File: src/hdl/ump_defs.vh
// constants for the multi-phy port map block: register offsets, field
// positions, selection codes, reset values and poll timing.
// included by the port map decoder and the port map top.
`ifndef UMP_DEFS_VH
`define UMP_DEFS_VH

// register offsets on the plain register port
`define UMP_ADDR_W        12
`define UMP_OFF_MAP_CFG   12'h112
`define UMP_OFF_QUE_CFG   12'h114
`define UMP_OFF_STATUS    12'h116
`define UMP_OFF_AVAIL0    12'h118
`define UMP_OFF_AVAIL1    12'h11a
`define UMP_OFF_AVAIL2    12'h11c
`define UMP_OFF_AVAIL3    12'h11e

// reset values
`define UMP_MAP_CFG_RST   16'h0000
`define UMP_QUE_CFG_RST   4'h4

// field positions
`define UMP_SEL_HI        3
`define UMP_SEL_LO        0
`define UMP_NORM_BIT      0
`define UMP_PROG_HI       3
`define UMP_PROG_LO       1

// port map selections
`define UMP_SEL_A0C4      4'h0
`define UMP_SEL_A1C4      4'h2
`define UMP_SEL_A2C4      4'h5
`define UMP_SEL_A4C2      4'h3
`define UMP_SEL_A3C4      4'hb
`define UMP_SEL_A4C4      4'h8

// queue counts per phy
`define UMP_Q_FOUR        3'h4
`define UMP_Q_TWO         3'h2
`define UMP_Q_NONE        3'h0

// cycles the address is held before the clav level is taken; covers the
// three-stage input synchroniser
`define UMP_SETTLE        3'h4

// clav/enable lines on the pins
`define UMP_LINES         4

`endif

File: src/hdl/ump_map_dec.v
// port number to clav/enable line and address decoder.
// purely combinational; fed from registered port number and selection.
`timescale 1ns/1ns
`include "ump_defs.vh"

module ump_map_dec (
  // selection and port
  input  wire [3:0] sel,
  input  wire [5:0] port,
  // mapping
  output reg        valid,
  output reg  [1:0] line,
  output reg  [3:0] addr
);

  always @* begin
    valid = 1'b0;
    line  = 2'h0;
    addr  = 4'h0;
    case (sel)
      `UMP_SEL_A0C4: begin
        // one level-1 phy per line, port number follows the line
        valid = (port[5:3] == 3'h0) && !port[0]; // RQ3 RQ4
        line  = port[2:1];
        addr  = 4'h0;
      end
      `UMP_SEL_A1C4: begin
        valid = (port[5:4] == 2'h0) && !port[0]; // RQ5
        line  = port[3:2];
        addr  = {2'h0, port[1], 1'b0};
      end
      `UMP_SEL_A2C4: begin
        valid = !port[5] && !port[0]; // RQ6
        line  = port[4:3];
        addr  = {1'b0, port[2:1], 1'b0};
      end
      `UMP_SEL_A4C2: begin
        valid = !port[5]; // RQ7
        line  = {1'b0, port[4]};
        addr  = port[3:0];
      end
      `UMP_SEL_A3C4: begin
        valid = !port[0]; // RQ8
        line  = port[5:4];
        addr  = {port[3:1], 1'b0};
      end
      `UMP_SEL_A4C4: begin
        valid = 1'b1; // RQ9 RQ1
        line  = port[5:4];
        addr  = port[3:0];
      end
      default: begin
        // unknown selection maps nothing, so nothing is driven
        valid = 1'b0; // RQ13
      end
    endcase
  end

endmodule

File: src/hdl/ump_port_map.v
// multi-phy port map top: register port, clav poller, enable driver.
// assumes one 25 mhz clock shared with the utopia interface; clav pins
// arrive asynchronous and are synchronised here.
// a map write drops any enable at once, so software should change the map
// only while the cell logic is idle.
//
// Summary of operation
// RQ1: up to 64 phy ports, each with an internal port number.
// RQ2: selection bits 3:0 of port map config pick the line/address pairing.
// RQ3: 0000: ports 0,2,4,6 on lines 0-3 at address 0, rest unused.
// RQ4: with fewer level-1 phys, port number must match the wired clav line.
// RQ5: 0010: two even ports per line, addresses 0 and 2.
// RQ6: 0101: four even ports per line, addresses 0 to 6.
// RQ7: 0011: sixteen ports per line on two lines, address equals port.
// RQ8: 1011: eight even ports per line, address equals port low bits.
// RQ9: 1000: sixteen ports per line on four lines, address equals port.
// RQ10: 1000 gives two queues in normal mode, else programmed count.
// RQ11: selections 0000,0010,0101,0011,1011 give four queues per phy.
// RQ12: unused clav inputs are tied low by the board.
// RQ13: only mapped ports are polled, enabled and addressed.
`timescale 1ns/1ns
`include "ump_defs.vh"

module ump_port_map #(
  parameter SETTLE = `UMP_SETTLE
) (
  // clock and reset
  input  wire        clock,
  input  wire        rstn,
  // register port
  input  wire [11:0] reg_addr,
  input  wire [15:0] reg_wdata,
  input  wire        reg_wr,
  input  wire        reg_rd,
  output reg  [15:0] reg_rdata,
  // utopia pins
  input  wire [3:0]  u_clav,
  output reg  [3:0]  u_enb_n,
  output reg  [3:0]  u_addr,
  // cell transfer side
  input  wire        xfer_en,
  output wire        xfer_active,
  output reg  [5:0]  xfer_port,
  // status to queue logic
  output reg  [63:0] cell_avail,
  output reg  [2:0]  queues_per_phy,
  output wire        map_valid
);

  // ------------------------------------------------------------
  // states
  // ------------------------------------------------------------
  localparam [1:0] S_SCAN   = 2'h0;
  localparam [1:0] S_SETTLE = 2'h1;
  localparam [1:0] S_SAMPLE = 2'h2;
  localparam [1:0] S_XFER   = 2'h3;

  // last count of the settle wait; SETTLE below four lets a stale clav
  // level through the synchroniser
  localparam [2:0] SETTLE_LAST = SETTLE - 3'h1;

  // ------------------------------------------------------------
  // queue allocation
  // ------------------------------------------------------------
  function [2:0] ump_queues;
    input [3:0] sel;
    input       normal;
    input [2:0] prog;
    begin
      case (sel)
        `UMP_SEL_A4C4: ump_queues = normal ? `UMP_Q_TWO : prog; // RQ10
        `UMP_SEL_A0C4,
        `UMP_SEL_A1C4,
        `UMP_SEL_A2C4,
        `UMP_SEL_A4C2,
        `UMP_SEL_A3C4: ump_queues = `UMP_Q_FOUR; // RQ11
        default:       ump_queues = `UMP_Q_NONE;
      endcase
    end
  endfunction

  // ------------------------------------------------------------
  // register address decode
  // ------------------------------------------------------------
  // one compare shared by every write enable keeps the offsets in one place
  // and makes a near miss land nowhere rather than alias
  function ump_reg_hit;
    input [11:0] addr;
    input [11:0] off;
    begin
      ump_reg_hit = (addr == off);
    end
  endfunction

  // ------------------------------------------------------------
  // enable pattern
  // ------------------------------------------------------------
  // one active-low line, every other line left idle
  function [3:0] ump_enb_mask;
    input [1:0] line;
    begin
      ump_enb_mask = ~(4'h1 << line);
    end
  endfunction

  // ------------------------------------------------------------
  // registers
  // ------------------------------------------------------------
  reg  [15:0] map_cfg_q;
  reg  [3:0]  que_cfg_q;
  reg  [1:0]  state_q;
  reg  [5:0]  port_q;
  reg  [2:0]  cnt_q;
  reg  [1:0]  line_q;
  wire [3:0]  clav_lvl;
  reg  [15:0] rdata_d;
  wire [15:0] status_word;
  wire        que_wr;
  wire [3:0]  sel;
  wire        dec_valid;
  wire [1:0]  dec_line;
  wire [3:0]  dec_addr;
  wire        cfg_wr;
  wire        cur_clav;

  assign sel         = map_cfg_q[`UMP_SEL_HI:`UMP_SEL_LO]; // RQ2
  assign cfg_wr      = reg_wr && ump_reg_hit(reg_addr, `UMP_OFF_MAP_CFG);
  assign que_wr      = reg_wr && ump_reg_hit(reg_addr, `UMP_OFF_QUE_CFG);
  assign cur_clav    = clav_lvl[line_q];
  assign xfer_active = (state_q == S_XFER);
  assign map_valid   = (ump_queues(sel, 1'b1, 3'h1) != `UMP_Q_NONE);
  // status fields, msb first: queue count, map valid, line, state, port
  assign status_word = {queues_per_phy, map_valid, line_q, state_q, 2'h0, port_q};

  // ------------------------------------------------------------
  // port decoder
  // ------------------------------------------------------------
  ump_map_dec u_dec (
    .sel   (sel),
    .port  (port_q),
    .valid (dec_valid),
    .line  (dec_line),
    .addr  (dec_addr)
  );

  // ------------------------------------------------------------
  // register writes
  // ------------------------------------------------------------
  always @(posedge clock or negedge rstn) begin
    if (!rstn) begin
      map_cfg_q <= `UMP_MAP_CFG_RST;
      que_cfg_q <= `UMP_QUE_CFG_RST;
    end else begin
      if (cfg_wr)
        map_cfg_q <= reg_wdata;
      if (que_wr)
        que_cfg_q <= reg_wdata[3:0];
    end
  end

  // ------------------------------------------------------------
  // queue count
  // ------------------------------------------------------------
  // registered behind the configuration so the queue logic sees a clean
  // value; it trails a write by one clock, which software must allow
  // before it relies on the new count
  always @(posedge clock or negedge rstn) begin
    if (!rstn)
      queues_per_phy <= `UMP_Q_NONE;
    else
      queues_per_phy <= ump_queues(sel, que_cfg_q[`UMP_NORM_BIT],
                                   que_cfg_q[`UMP_PROG_HI:`UMP_PROG_LO]); // RQ10 RQ11
  end

  // ------------------------------------------------------------
  // register reads, data only in the cycle after the strobe
  // ------------------------------------------------------------
  always @* begin
    rdata_d = 16'h0000;
    case (reg_addr)
      `UMP_OFF_MAP_CFG: rdata_d = map_cfg_q;
      `UMP_OFF_QUE_CFG: rdata_d = {12'h000, que_cfg_q};
      `UMP_OFF_STATUS:  rdata_d = status_word;
      `UMP_OFF_AVAIL0:  rdata_d = cell_avail[15:0];
      `UMP_OFF_AVAIL1:  rdata_d = cell_avail[31:16];
      `UMP_OFF_AVAIL2:  rdata_d = cell_avail[47:32];
      `UMP_OFF_AVAIL3:  rdata_d = cell_avail[63:48];
      default:          rdata_d = 16'h0000;
    endcase
  end

  // zero outside the read cycle, so read data can be or-ed with other slaves
  always @(posedge clock or negedge rstn) begin
    if (!rstn)
      reg_rdata <= 16'h0000;
    else if (reg_rd)
      reg_rdata <= rdata_d;
    else
      reg_rdata <= 16'h0000;
  end

  // ------------------------------------------------------------
  // clav synchroniser; a level counts once stages two and three agree
  // ------------------------------------------------------------
  // one chain per line; the held level keeps a half-settled pin from
  // toggling the flag, at the price of one more cycle of delay, which the
  // settle wait of the poller has to cover
  genvar gi;
  generate
    for (gi = 0; gi < `UMP_LINES; gi = gi + 1) begin : g_clav
      reg sync1_q;
      reg sync2_q;
      reg sync3_q;
      reg level_q;
      always @(posedge clock or negedge rstn) begin
        if (!rstn) begin
          sync1_q <= 1'b0;
          sync2_q <= 1'b0;
          sync3_q <= 1'b0;
          level_q <= 1'b0;
        end else begin
          sync1_q <= u_clav[gi];
          sync2_q <= sync1_q;
          sync3_q <= sync2_q;
          level_q <= (sync2_q & sync3_q) | (level_q & (sync2_q | sync3_q));
        end
      end
      assign clav_lvl[gi] = level_q;
    end
  endgenerate

  // ------------------------------------------------------------
  // poller: walks port numbers, skipping the ones the map leaves out
  // ------------------------------------------------------------
  // a config write restarts the walk and drops every stale flag, since a
  // flag taken under the old map may belong to a different phy now
  always @(posedge clock or negedge rstn) begin
    if (!rstn) begin
      state_q    <= S_SCAN;
      port_q     <= 6'h00;
      cnt_q      <= 3'h0;
      line_q     <= 2'h0;
      u_addr     <= 4'h0;
      u_enb_n    <= 4'hf;
      xfer_port  <= 6'h00;
      cell_avail <= 64'h0;
    end else if (cfg_wr) begin
      state_q    <= S_SCAN;
      port_q     <= 6'h00;
      cnt_q      <= 3'h0;
      u_enb_n    <= 4'hf;
      cell_avail <= 64'h0;
    end else begin
      case (state_q)
        S_SCAN: begin
          u_enb_n <= 4'hf;
          // an unmapped port costs one cycle, a mapped one the settle wait
          if (dec_valid) begin
            u_addr  <= dec_addr; // RQ13
            line_q  <= dec_line;
            cnt_q   <= 3'h0;
            state_q <= S_SETTLE;
          end else begin
            port_q <= port_q + 6'h01; // RQ13
          end
        end
        S_SETTLE: begin
          cnt_q <= cnt_q + 3'h1;
          if (cnt_q == SETTLE_LAST)
            state_q <= S_SAMPLE;
        end
        S_SAMPLE: begin
          // the flag follows the pin whether or not a transfer is wanted
          cell_avail[port_q] <= cur_clav; // RQ1
          if (xfer_en && cur_clav) begin
            u_enb_n         <= ump_enb_mask(line_q); // RQ2
            xfer_port       <= port_q;
            state_q         <= S_XFER;
          end else begin
            port_q  <= port_q + 6'h01;
            state_q <= S_SCAN;
          end
        end
        S_XFER: begin
          // enable is held until the cell logic lets go
          // polling stops meanwhile; cell logic that never lets go starves all
          if (!xfer_en) begin
            u_enb_n <= 4'hf;
            port_q  <= port_q + 6'h01;
            state_q <= S_SCAN;
          end
        end
        default: begin
          state_q <= S_SCAN;
          u_enb_n <= 4'hf;
        end
      endcase
    end
  end

endmodule

File: config.mk
export PLATFORM = sky130hd
export DESIGN_NAME = ump_port_map
export DESIGN_NICKNAME = d
export VERILOG_FILES = /design/src/hdl/ump_map_dec.v /design/src/hdl/ump_port_map.v
export VERILOG_INCLUDE_DIRS = /design/src /design/src/hdl
export SDC_FILE = /design/constraint.sdc
export NUM_CORES = 1
export LEC_CHECK = 0
export ABC_CLOCK_PERIOD_IN_PS = 4000
export BUFFER_PORTS_ARGS = -buffer_cell sky130_fd_sc_hd__buf_2
export CAP_MARGIN = 40
export CORE_MARGIN = 2
export CORE_UTILIZATION = 36
export DETAILED_ROUTE_END_ITERATION = 8
export SYNTH_ARGS = -nofsm -noshare
export SYNTH_HDL_FRONTEND = slang
export SYNTH_SLANG_ARGS = --single-unit
File: constraint.sdc
create_clock -name clock -period 4 [get_ports clock]
set_input_delay 0.4 -clock clock [delete_from_list [all_inputs] [get_ports clock]]
set_output_delay 0.4 -clock clock [all_outputs]
set_load 0.02 [all_outputs]
After elaboration in Yosys (flattened, before gate mapping)
Index checks and enable logic that the tools add are counted.
- flip-flop bits (word level): 146
- add/subtract/negate cells: 2
- $lt $le $gt $ge: 3
- eq/ne operators: 22
- shifts and indexed selects: 1
- multiplexer cells: 33
- bitwise gates (word level): 18
- reduce and logical (&&, ||, !) cells: 26
- operators with widths (operator ; number):
    $mux W64 ; 2
    $pmux W16 S7 ; 1
    $eq A12 B9 Y1 const B ; 7
    $bwmux W64 ; 1
    $mux W6 ; 4
    $pmux W3 S2 ; 3
    $pmux W6 S3 ; 1
    $mux W16 ; 1
    $pmux W4 S4 ; 1
    $ne A3 B3 Y1 const B ; 5
    $mux W4 ; 3
    $pmux W4 S3 ; 1
    $reduce_and A3 Y1 ; 4
    $mux W2 ; 5
    $pmux W2 S5 ; 1
    $mux W3 ; 3
    $and A1 B1 Y1 ; 8
    $eq A4 B2 Y1 const B ; 2
    $eq A4 B4 Y1 const B ; 2
    $or A1 B1 Y1 ; 8
    $pmux W2 S4 ; 1
    $logic_and A1 B1 Y1 ; 7
    $lt A6 B7 Y1 const B ; 1
    $add A6 B1 Y6 const B ; 1
    other kinds (26) ; 32

Longest topological paths before layout
Gate-level depths: netlist of run 1.
- depth after elaboration: 7
- gate-level depth with buffers: 8

Cells and area by module
Synthesis of run 1 repeated with hierarchy kept, for this count alone.
- cell total of the unflattened synthesis: 659
- area total of the unflattened synthesis: 7211.9 um2
- by module, submodules not included (module ; times used ; cells an instance ; area each (um2)):
    ump_port_map ; 1 ; 619 ; 6937.9
    ump_map_dec ; 1 ; 40 ; 274.0

Worst setup path after synthesis of run 1
Ideal clock, no wire load.
- path kind: input port to flip-flop
- start: in reg_addr[9]
- end: reg que_cfg_q[0]
- setup time: 125 ps
- arrival: 1963 ps
- data required time: 3875 ps
- slack: 1913 ps
- stages on the path: 5
- cells stage by stage: or4b_2 > nor2_1 > and3_1 > buf_2 > mux2_2
- cells in the longest elaborated chain, start to end: 2
- ends and longest elaborated chain (what ; line ; text):
    start: declaration ; ump_port_map.v:31 ; input wire [11:0] reg_addr,
    $eq A12 B9 Y1 ; ump_port_map.v:91 ; ump_reg_hit = (addr == off);
    $logic_and A1 B1 Y1 ; ump_port_map.v:128 ; assign que_wr = reg_wr && ump_reg_hit(reg_addr, `UMP_OFF_QUE_CFG);
    end signal: assignment ; ump_port_map.v:152 ; que_cfg_q <= `UMP_QUE_CFG_RST;
    end signal: assignment ; ump_port_map.v:157 ; que_cfg_q <= reg_wdata[3:0];
    end: declaration ; ump_port_map.v:110 ; reg [3:0] que_cfg_q;
Every way passes these cells.
A chain may end at the register's enable or synchronous reset.

Worst setup path in the final report of run 1
- start: reg map_cfg_q[3]
- end: reg port_q[5]
- cells in the longest elaborated chain, start to end: 4
- elaborated cells on any way between the ends: 9
- ends and longest elaborated chain (what ; line ; text):
    start: declaration ; ump_port_map.v:109 ; reg [15:0] map_cfg_q;
    start signal: assignment ; ump_port_map.v:151 ; map_cfg_q <= `UMP_MAP_CFG_RST;
    start signal: assignment ; ump_port_map.v:155 ; map_cfg_q <= reg_wdata;
    $eq A4 B4 Y1 (tied with other cells) ; ump_map_dec.v:20 ; case (sel)
    $pmux W1 S6 * ; ump_map_dec.v:20 ;
    $ne A3 B3 Y1 (no line) * ; -- ;
    $reduce_and A4 Y1 (no line) * ; -- ;
    end signal: assignment ; ump_port_map.v:264 ; port_q <= port_q + 6'h01;
    end signal: assignment ; ump_port_map.v:280 ; port_q <= port_q + 6'h01;
    end signal: assignment ; ump_port_map.v:289 ; port_q <= port_q + 6'h01;
    end: declaration ; ump_port_map.v:112 ; reg [5:0] port_q;
Every way passes the cells marked *; elsewhere a longest branch is shown, timed or not.

==> results.tsv, run 1 <==
stage	metric	value	unit
run	maxCapViolCount	0	
cells_and_area	area_delta_synth_final	20.3	%
timing	fin_worst_skew	0.0116	ns
logic_synthesis	seq_area_frac_synth	50.5	%
logic_synthesis	ys_ff_latch	146	
logic_synthesis	ys_warn_count	0	
worst_setup_path	end_kind	register	
grt	grt_pass1_wl	34700	um
logic_synthesis	postSynthNetCount	798	
die	std_cell_rows	51	
logic_synthesis	async_flop_share	100	%
cts	clock_latency	0.43	ns
logic_synthesis	synth_top_area_cell	dfrtp_1	
grt	grt_overflow	0	
logic_synthesis	syn_area_per_cell	9.56	sq um
logic_synthesis	synth-edff-count	0	
timing	finalCritPeriodShare	62.2	%
timing	hold_viol	0	
worst_setup_path	crit_required	4.29	ns
cells_and_area	num_antenna_cells	0	
place	place_congestion	0.850	
cts	clock-root-buffer	clkbuf_16	
cts	cts_inserted_buffers	17	
drt	viasPerCell	5.45	
worst_setup_path	rr_worst_depth	5	
power_and_ir_drop	ir_worst_vdd	0.292	mV
power_and_ir_drop	power_density	523	mW/mm^2
drt	via_count	6228	
worst_setup_path	path_class	register to register	
cts	clkSlewWorstSetupHoldPaths	0.07	ns
timing	fmax	0.402	GHz
grt	grt_max_degree	92	
outcome	outcome	complete, no violations	
drt	totalWireLength	22600	um
place	numPortBuffers	135	
timing	finalSetupViolCount	0	
min_path	hold_class	input pin to register	
cells_and_area	final_nets	904	
cts	cts_max_level	4	
cells_and_area	fill_cells	1914	
logic_synthesis	synthFlopType	dfrtp_1	
die	core_area	0.0196	sq mm
drt	first_pass_iters	6	
cells_and_area	fin_util	44.5	%
timing	fin_crit	2.49	ns
timing	fin_hold_ws	0.0704	ns
worst_setup_path	arrival	2.78	ns
cts	clkSinkCount	146	
timing	relSlewSlack	39.0	%
timing	rsz0062_at_grt	false	
logic_synthesis	ys_top_cells_by_count	dfrtp_1 (141), nand2_1 (128), nor2_1 (90), a21oi_1 (53), mux2i_1 (45)	
logic_synthesis	yosysMostFrequentCell	dfrtp_1	
grt	grtUsageTotal	21.0	%
drt	post_drt_wl_per_cell	19.8	um
timing	maxSlewViolCount	0	
grt	grt_pass1_vias	5788	
drt	drt_iter0_markers	738	
worst_setup_path	regToRegSetupSlack	1.51	ns
timing	fin_tns_setup	0	ns
die	die_h	146	um
cells_and_area	drive_above_1_share	25.3	%
die	fp.dieW	146	um
cts	clockBufferDepth	2	
die	io_pins	136	
min_path	min_path_cells	1	
power_and_ir_drop	power_leakage	0.00374	uW
cts	cts_tree	built	
drt	antenna_left	0	
place	hpwl	15700	um
worst_setup_path	crit_fanout	15	
grt	antenna_found_initial	0	
drt	drc_errors	0	
cts	post-cts-setup-buffers	0	
logic_synthesis	synthTopCellsByArea	dfrtp_1 (49%), nand2_1 (6.6%), mux2i_1 (6.2%)	
worst_setup_path	worstSetupStartpointType	register	
logic_synthesis	yosysTopAreaCellShare	48.7	%
timing	tightest_slew	0.908	ns
power_and_ir_drop	p_total	4560	uW
logic_synthesis	synth.distinct_cells	60	
logic_synthesis	synth.cell_area	0.00725	sq mm
logic_synthesis	synthCells	758	
die	start_util	37.0	%
die	dieArea	0.0213	sq mm
==> cells by family after synthesis <==
kind of cell | count (synthesis) | share of synthesized area, %
compound gates | 164 | 14.5
fa+ha+maj | 7 | 1.07
mux | 63 | 9.68
xor+xnor | 1 | 0.121
flops | 146 | 50.5
simple gates | 305 | 19.7
buf+inv | 72 | 4.38
==> layout by cell type (no fill, tap or decap), types with 3 or more instances in the layout <==
master and instances:
nand2_1 128, dfrtp_1 141, o31ai_1 3, nor2_1 90, ha_1 3, a32oi_1 3, nor4b_1 4, a222oi_1 7
and3b_1 5, nand4_1 3, nand3_1 18, and2_1 6, o22ai_1 5, buf_4 10, dfstp_2 5, nor3_1 8
inv_6 8, mux2_2 13, mux4_2 4, nor3b_1 3, maj3_1 4, or3b_2 4, and3_1 4, nand3b_1 6
a22o_1 20, a21oi_1 53, a31oi_1 4, or3_1 5, nor3b_2 4, a22oi_1 13, clkbuf_16 17, o21ai_0 42
inv_1 10, buf_2 135, mux2i_1 45
==> power by group <==
group          internal [uW]  leakage (uW)  switching (uW)  total (uW)
sequential              1620       0.00163             244        1870
clock                    935      0.000286             699        1630
combinational            368       0.00182             688        1060
total                   2920       0.00374            1630        4560
==> state kept, by name (all words and copies together) (netlist names), 6 cells and up <==
name	flops
cell_avail	64
map_cfg_q	16
reg_rdata	16
port_q	6
xfer_port	6
==> stage by stage <==
step                instance area [sq um]  worst slack, ns  instances
CTS                                  8720             1.53       1142
detailed placement                   8120             1.21       1109
finish                               8720             1.51       1142
global placement                     8080             1.26       1107
global route                         8720             1.34       1142
floorplan                            7250             1.91        758
==> path summary, 6_finish.rpt <==
| kind | end | start |
|---|---|---|
| worst max-delay path | port_q[5] | map_cfg_q[3] |
| worst min-delay path | g_clav[0].sync1_q | u_clav[0] |
| worst max register to register | port_q[5] | map_cfg_q[3] |
| worst min register to register | g_clav[0].sync2_q | g_clav[0].sync1_q |
| max in group asynchronous | reg_rdata[8] | rstn |
| min in group asynchronous | g_clav[1].sync1_q | rstn |
==> worst max-delay path: stages (launching register included) <==
cell     delay (ns)
dfrtp_1        0.66
or3b_2         0.58
o21a_1         0.19
o22ai_1        0.62
nor4b_1        0.15
mux2i_1        0.16
==> per-layer routing <==
layer / GRT usage [%] / routed length, um / vias to the layer above
met1: 30.3 / 10400 / 3044
met5: 0 / 0 / -
met2: 30.2 / 9700 / 271
met4: 7.50 / 651 / 0
li1: - / - / 2872
met3: 5.99 / 1890 / 41
==> repair_timing <==
| action | in CTS | in global routing |
|---|---|---|
| endpoints found under the hold margin | 7 | 0 |
| hold buffers | 1 | 0 |
| resized for setup | 0 | 0 |
==> final cells by class <==
| class | instances | area (sq um) | area share, % |
|---|---|---|---|
| multi-input cells | 540 | 3280 | 37.6 |
| clock inverters | 15 | 168 | 1.92 |
| clock buffers | 17 | 425 | 4.88 |
| repair buffers | 149 | 820 | 9.40 |
| well taps | 265 | 332 | 3.80 |
| flip-flops and latches | 146 | 3660 | 42.0 |
| inverters | 10 | 37.5 | 0.431 |
Power figures use the tool's default switching activity.
==> run 2, diff against run 1 <==
Settings changed: ABC_CLOCK_PERIOD_IN_PS 4000 to 2200.
Clock period 4 ns to 2.2 ns, I/O delays scaled along.
==> results.tsv, run 2 (synthesis gave the netlist of run 1 again) <==
stage	metric	value	unit	change
worst_setup_path	crit_buf_inv	2		+2
cells_and_area	num_antenna_cells	0		unchanged
power_and_ir_drop	p_total	8550	uW	+88%
worst_setup_path	cp_common_cell	buf_4		
cells_and_area	area_delta_synth_final	27.9	%	
die	start_util	37.0	%	unchanged
grt	grt_max_degree	65		-29%
cts	clkSlewWorstSetupHoldPaths	0.07	ns	about the same
min_path	hold_class	input pin to register		
power_and_ir_drop	power_leakage	0.00405	uW	+8.3%
worst_setup_path	max_stage_delay	0.49	ns	-0.17 ns
timing	fin_tns_setup	0	ns	unchanged
die	fp.dieW	146	um	unchanged
timing	tightest_slew	0.694	ns	-0.214 ns
die	die_h	146	um	unchanged
place	place_congestion	0.934		+10%
timing	fmax	0.485	GHz	+21%
cells_and_area	fin_area	0.00927	sq mm	+6.3%
drt	drc_errors	0		unchanged
cts	clockBufferDepth	2		unchanged
grt	grtUsageTotal	21.8	%	+0.76 points
die	core_area	0.0196	sq mm	unchanged
die	std_cell_rows	51		unchanged
cells_and_area	drive_above_1_share	28.4	%	+3.1 points
die	io_pins	136		unchanged
die	dieArea	0.0213	sq mm	unchanged
place	hpwl	16400	um	+4.5%
cells_and_area	mostFrequentLayoutCell	dfrtp_1		
drt	viasPerCell	5.37		-1.6%
worst_setup_path	cpMaxStageDelayCell	or4_1		
timing	fin_crit	2.06	ns	-0.425 ns
worst_setup_path	crit_required	2.55	ns	-1.74 ns
outcome	outcome	complete, no violations		
drt	totalWireLength	23000	um	+1.6%
timing	hold_viol	0		unchanged
worst_setup_path	worstPathCellList	buf_4 > and3b_1 > nor3_1 > o211a_1 > buf_4 > or4_1 > a21oi_1		
worst_setup_path	path_class	register to register		
grt	antenna_found_initial	0		unchanged
drt	first_pass_iters	5		-1
place	placed_cell_area	0.00846	sq mm	+4.3%
timing	finalCritPeriodShare	93.8	%	+32 points
worst_setup_path	worstSetupStartpointType	register		
power_and_ir_drop	ir_worst_vdd	0.569	mV	+95%
timing	finalSetupViolCount	0		unchanged
cells_and_area	largest_reg_flops	64		unchanged
grt	grt_overflow	0		unchanged
grt	grt_pass1_wl	36000	um	+3.8%
worst_setup_path	critical_path.top_delay_family	simple AND/OR/NAND/NOR gates		
cts	clock-root-buffer	clkbuf_16		
cells_and_area	instances_no_fill	1201		+5.2%
drt	drt_iter0_markers	602		-18%
timing	relSlewSlack	53.7	%	+15 points
cts	clock_latency	0.43	ns	about the same
cts	cts_inserted_buffers	17		unchanged
place	dp_cells	1151		+3.8%
drt	via_count	6446		+3.5%
cts	post-cts-setup-buffers	0		unchanged
power_and_ir_drop	power_density	923	mW/mm^2	+77%
cts	clkSinkCount	146		unchanged
place	numPortBuffers	135		unchanged
cts	cts_max_level	4		unchanged
timing	rsz0062_at_grt	false		
worst_setup_path	arrival	2.41	ns	-0.37 ns
run	maxCapViolCount	0		unchanged
cells_and_area	final_cell_mix	dfrtp_1 (141), buf_2 (134), nand2_1 (128)		
cts	cts_tree	built		
grt	grt_pass1_vias	6160		+6.4%
cells_and_area	top_register	cell_avail		
cells_and_area	final_nets	963		+6.5%
drt	post_drt_wl_per_cell	19.2	um	-3.4%
timing	maxSlewViolCount	0		unchanged
drt	antenna_left	0		unchanged
worst_setup_path	crit_fanout	11		-4
cells_and_area	top_regs	cell_avail: 64 flops, map_cfg_q: 16 flops, reg_rdata: 16 flops		
timing	fin_worst_skew	0.00939	ns	-0.00221 ns
worst_setup_path	end_kind	register		
-- run 2: cell types whose count changed in the layout (fill, tap and decap cells not counted), moves of 2 or more --
cell and delta:
inv_8 +5, clkinvlp_4 -2, buf_4 +40, dlygate4sd3_1 +17
inv_6 -3, buf_12 +4
-- run 2: path summary, 6_finish.rpt --
path,to,cells past startpoint,start,slack [ns]
max in group asynchronous,que_cfg_q[2],3,rstn,1.20
worst min-delay path,map_cfg_q[1],3,reg_wdata[1],0.03
worst min register to register,g_clav[3].sync2_q,0,g_clav[3].sync1_q,0.35
worst max register to register,port_q[3],7,map_cfg_q[0],0.14
min in group asynchronous,g_clav[0].sync1_q,2,rstn,0.32
worst max-delay path,port_q[3],7,map_cfg_q[0],0.14
-- run 2: power breakdown --
group          switching (uW)  internal, uW  total (uW)
registers                 269          2950        3220
clock network            1300          1730        3030
logic                    1460           840        2300
-- run 2: through the flow --
step                      utilization, %  worst slack (ns)  hold WS [ns]
after floorplan                        -             0.126       -0.0756
after global placement              43.2             0.119         0.213
after detailed placement            43.2            0.0747         0.213
after CTS                           47.2            0.0346        0.0109
after global routing                47.3            0.0406        0.0298
final                               47.3             0.136        0.0282
-- run 2: repair_timing --
action / in CTS / in global routing
endpoints found under the hold margin: 65 / 0
hold buffers: 18 / 0
endpoints found under the setup margin: 0 / 3
gates resized for setup: 0 / 3
-- run 2: layout make-up --
cell class	instances	area [sq um]
fill	1900	10300
sequential	146	3660
multi-input combinational	540	3290
timing repair buffer	208	1340
clock buffer	17	425
tap	265	332
clock inverter	15	186
inverter	10	37.5
-- run 2: worst reg2reg max path: stages, from the launching register on --
cell and delay [ns]:
dfrtp_1 0.42, buf_4 0.17, and3b_1 0.23, nor3_1 0.09, o211a_1 0.26, buf_4 0.18
or4_1 0.50, a21oi_1 0.15
-- run 2: routing by layer --
layer  track usage (%)  part of all wire, %
met5                 0                    0
met4              6.81                  1.8
met3              3.70                  6.6
met2              32.6                   44
met1              32.3                   47
==> run 3, diff against run 2 <==
Settings changed: MAX_ROUTING_LAYER set to met4.
==> results.tsv, run 3 (synthesis gave the netlist of run 1 again) <==
stage	metric	value	unit	change
cts	clkSlewWorstSetupHoldPaths	0.07	ns	about the same
place	numPortBuffers	135		unchanged
timing	fmax	0.485	GHz	about the same
cells_and_area	area_delta_synth_final	27.2	%	
drt	drc_errors	0		unchanged
die	start_util	37.0	%	unchanged
timing	relSlewSlack	53.5	%	-0.26 points
cts	clock_latency	0.44	ns	about the same
die	dieArea	0.0213	sq mm	unchanged
drt	dr_wl_met3	1560	um	+2.0%
cells_and_area	drive_above_1_share	28.4	%	about the same
worst_setup_path	path_class	register to register		
cts	clkSinkCount	146		unchanged
worst_setup_path	regToRegStartpoint	map_cfg_q[0]		
timing	fin_worst_skew	0.0148	ns	+0.00545 ns
cts	clock-root-buffer	clkbuf_16		
power_and_ir_drop	ir_worst_vdd	0.576	mV	+1.3%
cts	clockBufferDepth	2		unchanged
timing	hold_viol	0		unchanged
timing	rsz0062_at_grt	false		
worst_setup_path	rr_worst_depth	7		unchanged
cells_and_area	num_antenna_cells	0		unchanged
cts	cts_max_level	4		unchanged
cells_and_area	final_nets	960		-0.31%
cts	cts_tree	built		
power_and_ir_drop	power_leakage	0.00401	uW	-1.1%
min_path	min_path_cells	3		unchanged
drt	via_count	6466		+0.31%
worst_setup_path	crit_fanout	11		unchanged
drt	viasPerCell	5.40		+0.56%
drt	antenna_left	0		unchanged
drt	first_pass_iters	6		+1
cells_and_area	final_cell_mix	dfrtp_1 (140), buf_2 (134), nand2_1 (128)		
power_and_ir_drop	p_total	8390	uW	-1.9%
grt	grtUsageTotal	22.9	%	+1.1 points
drt	highest_layer	met4		
place	dp_cells	1148		-0.26%
timing	fin_tns_setup	0	ns	unchanged
drt	dr_wl_met2	10400	um	+1.8%
grt	grt_pass1_wl	36600	um	+1.6%
worst_setup_path	regToRegSetupSlack	0.14	ns	about the same
drt	met1_length	11000	um	+1.5%
worst_setup_path	arrival	2.42	ns	about the same
drt	post_drt_wl_per_cell	19.5	um	+1.9%
outcome	outcome	complete, no violations		
timing	finalCritPeriodShare	93.8	%	about the same
timing	tightest_slew	0.698	ns	+0.00392 ns
worst_setup_path	end_kind	register		
power_and_ir_drop	power_density	910	mW/mm^2	-1.4%
grt	antenna_found_initial	0		unchanged
grt	grt_max_degree	65		unchanged
min_path	hold_class	input pin to register		
worst_setup_path	worstSetupStartpointType	register		
timing	finalSetupViolCount	0		unchanged
min_path	hold_start	reg_wdata[3]		
run	maxCapViolCount	0		unchanged
die	fp.dieW	146	um	unchanged
cts	cts_inserted_buffers	17		unchanged
cells_and_area	top_regs	cell_avail: 64 flops, map_cfg_q: 16 flops, reg_rdata: 16 flops		
timing	fin_crit	2.06	ns	-0.000365 ns
cells_and_area	largest_reg_flops	64		unchanged
die	std_cell_rows	51		unchanged
die	core_area	0.0196	sq mm	unchanged
min_path	min_to	map_cfg_q[3]		
die	die_h	146	um	unchanged
worst_setup_path	crit_required	2.56	ns	about the same
cells_and_area	top_register	cell_avail		
drt	totalWireLength	23400	um	+1.7%
place	place_congestion	0.945		+1.1%
cells_and_area	instances_no_fill	1198		-0.25%
cells_and_area	mostFrequentLayoutCell	dfrtp_1		
timing	maxSlewViolCount	0		unchanged
cells_and_area	fin_util	47.0	%	-0.26 points
grt	grt_pass1_vias	6243		+1.3%
worst_setup_path	reg2reg_to	port_q[3]		
drt	drt_iter0_markers	572		-5.0%
grt	grt_overflow	0		unchanged
worst_setup_path	crit_start	map_cfg_q[0]		
cells_and_area	fill_cells	1882		-0.95%
die	io_pins	136		unchanged
place	hpwl	16900	um	+3.1%
[run 3: worst max path at each step]
stage,end,cells after the start
final,port_q[3],7
after global routing,port_q[3],7
after CTS,map_valid,5
after detailed placement,reg_rdata[7],7
after global placement,reg_rdata[7],7
after floorplan,u_addr[0],7
[run 3: layer usage]
layer	up-vias	global-route usage, %
met5	-	-
met4	0	6.57
met3	32	4.33
met2	262	33.0
met1	3180	32.9
li1	2992	-
[run 3: area by class of cell]
| class | instances | area [sq um] | area share (%) |
|---|---|---|---|
| sequential | 146 | 3660 | 39.7 |
| inverter | 10 | 37.5 | 0.407 |
| timing repair buffer | 205 | 1330 | 14.4 |
| multi-input combinational | 540 | 3290 | 35.7 |
| tap | 265 | 332 | 3.60 |
| clock buffer | 17 | 425 | 4.62 |
| clock inverter | 15 | 139 | 1.51 |
[run 3: where the power goes]
part,internal (uW),total (uW),switching [uW]
clock,1500,2820,1320
combinational,849,2310,1460
sequential,2950,3260,307
total,5300,8390,3090
[run 3: timing repair]
action | 4_1_cts | 5_1_grt
gates resized for setup | 0 | 5
endpoints found under the hold margin | 65 | 0
setup endpoints to repair | 0 | 6
hold buffers | 18 | 0
setup buffers | 0 | 0
[run 3: per-stage QoR]
step                instance area [sq um]  setup WS, ns  hold slack, ns
global placement                     8450        0.0470           0.213
detailed placement                   8450        0.0263           0.218
global route                         9220        0.0121          0.0367
CTS                                  9200       0.00217         0.00159
floorplan                            7250         0.126         -0.0756
finish                               9220         0.137          0.0153
[run 3: critical path: stages, from the launching register on]
cell	delay [ns]
dfrtp_2	0.41
buf_4	0.15
and3b_1	0.24
nor3_1	0.09
o211a_1	0.27
buf_4	0.19
or4_1	0.50
a21oi_1	0.15
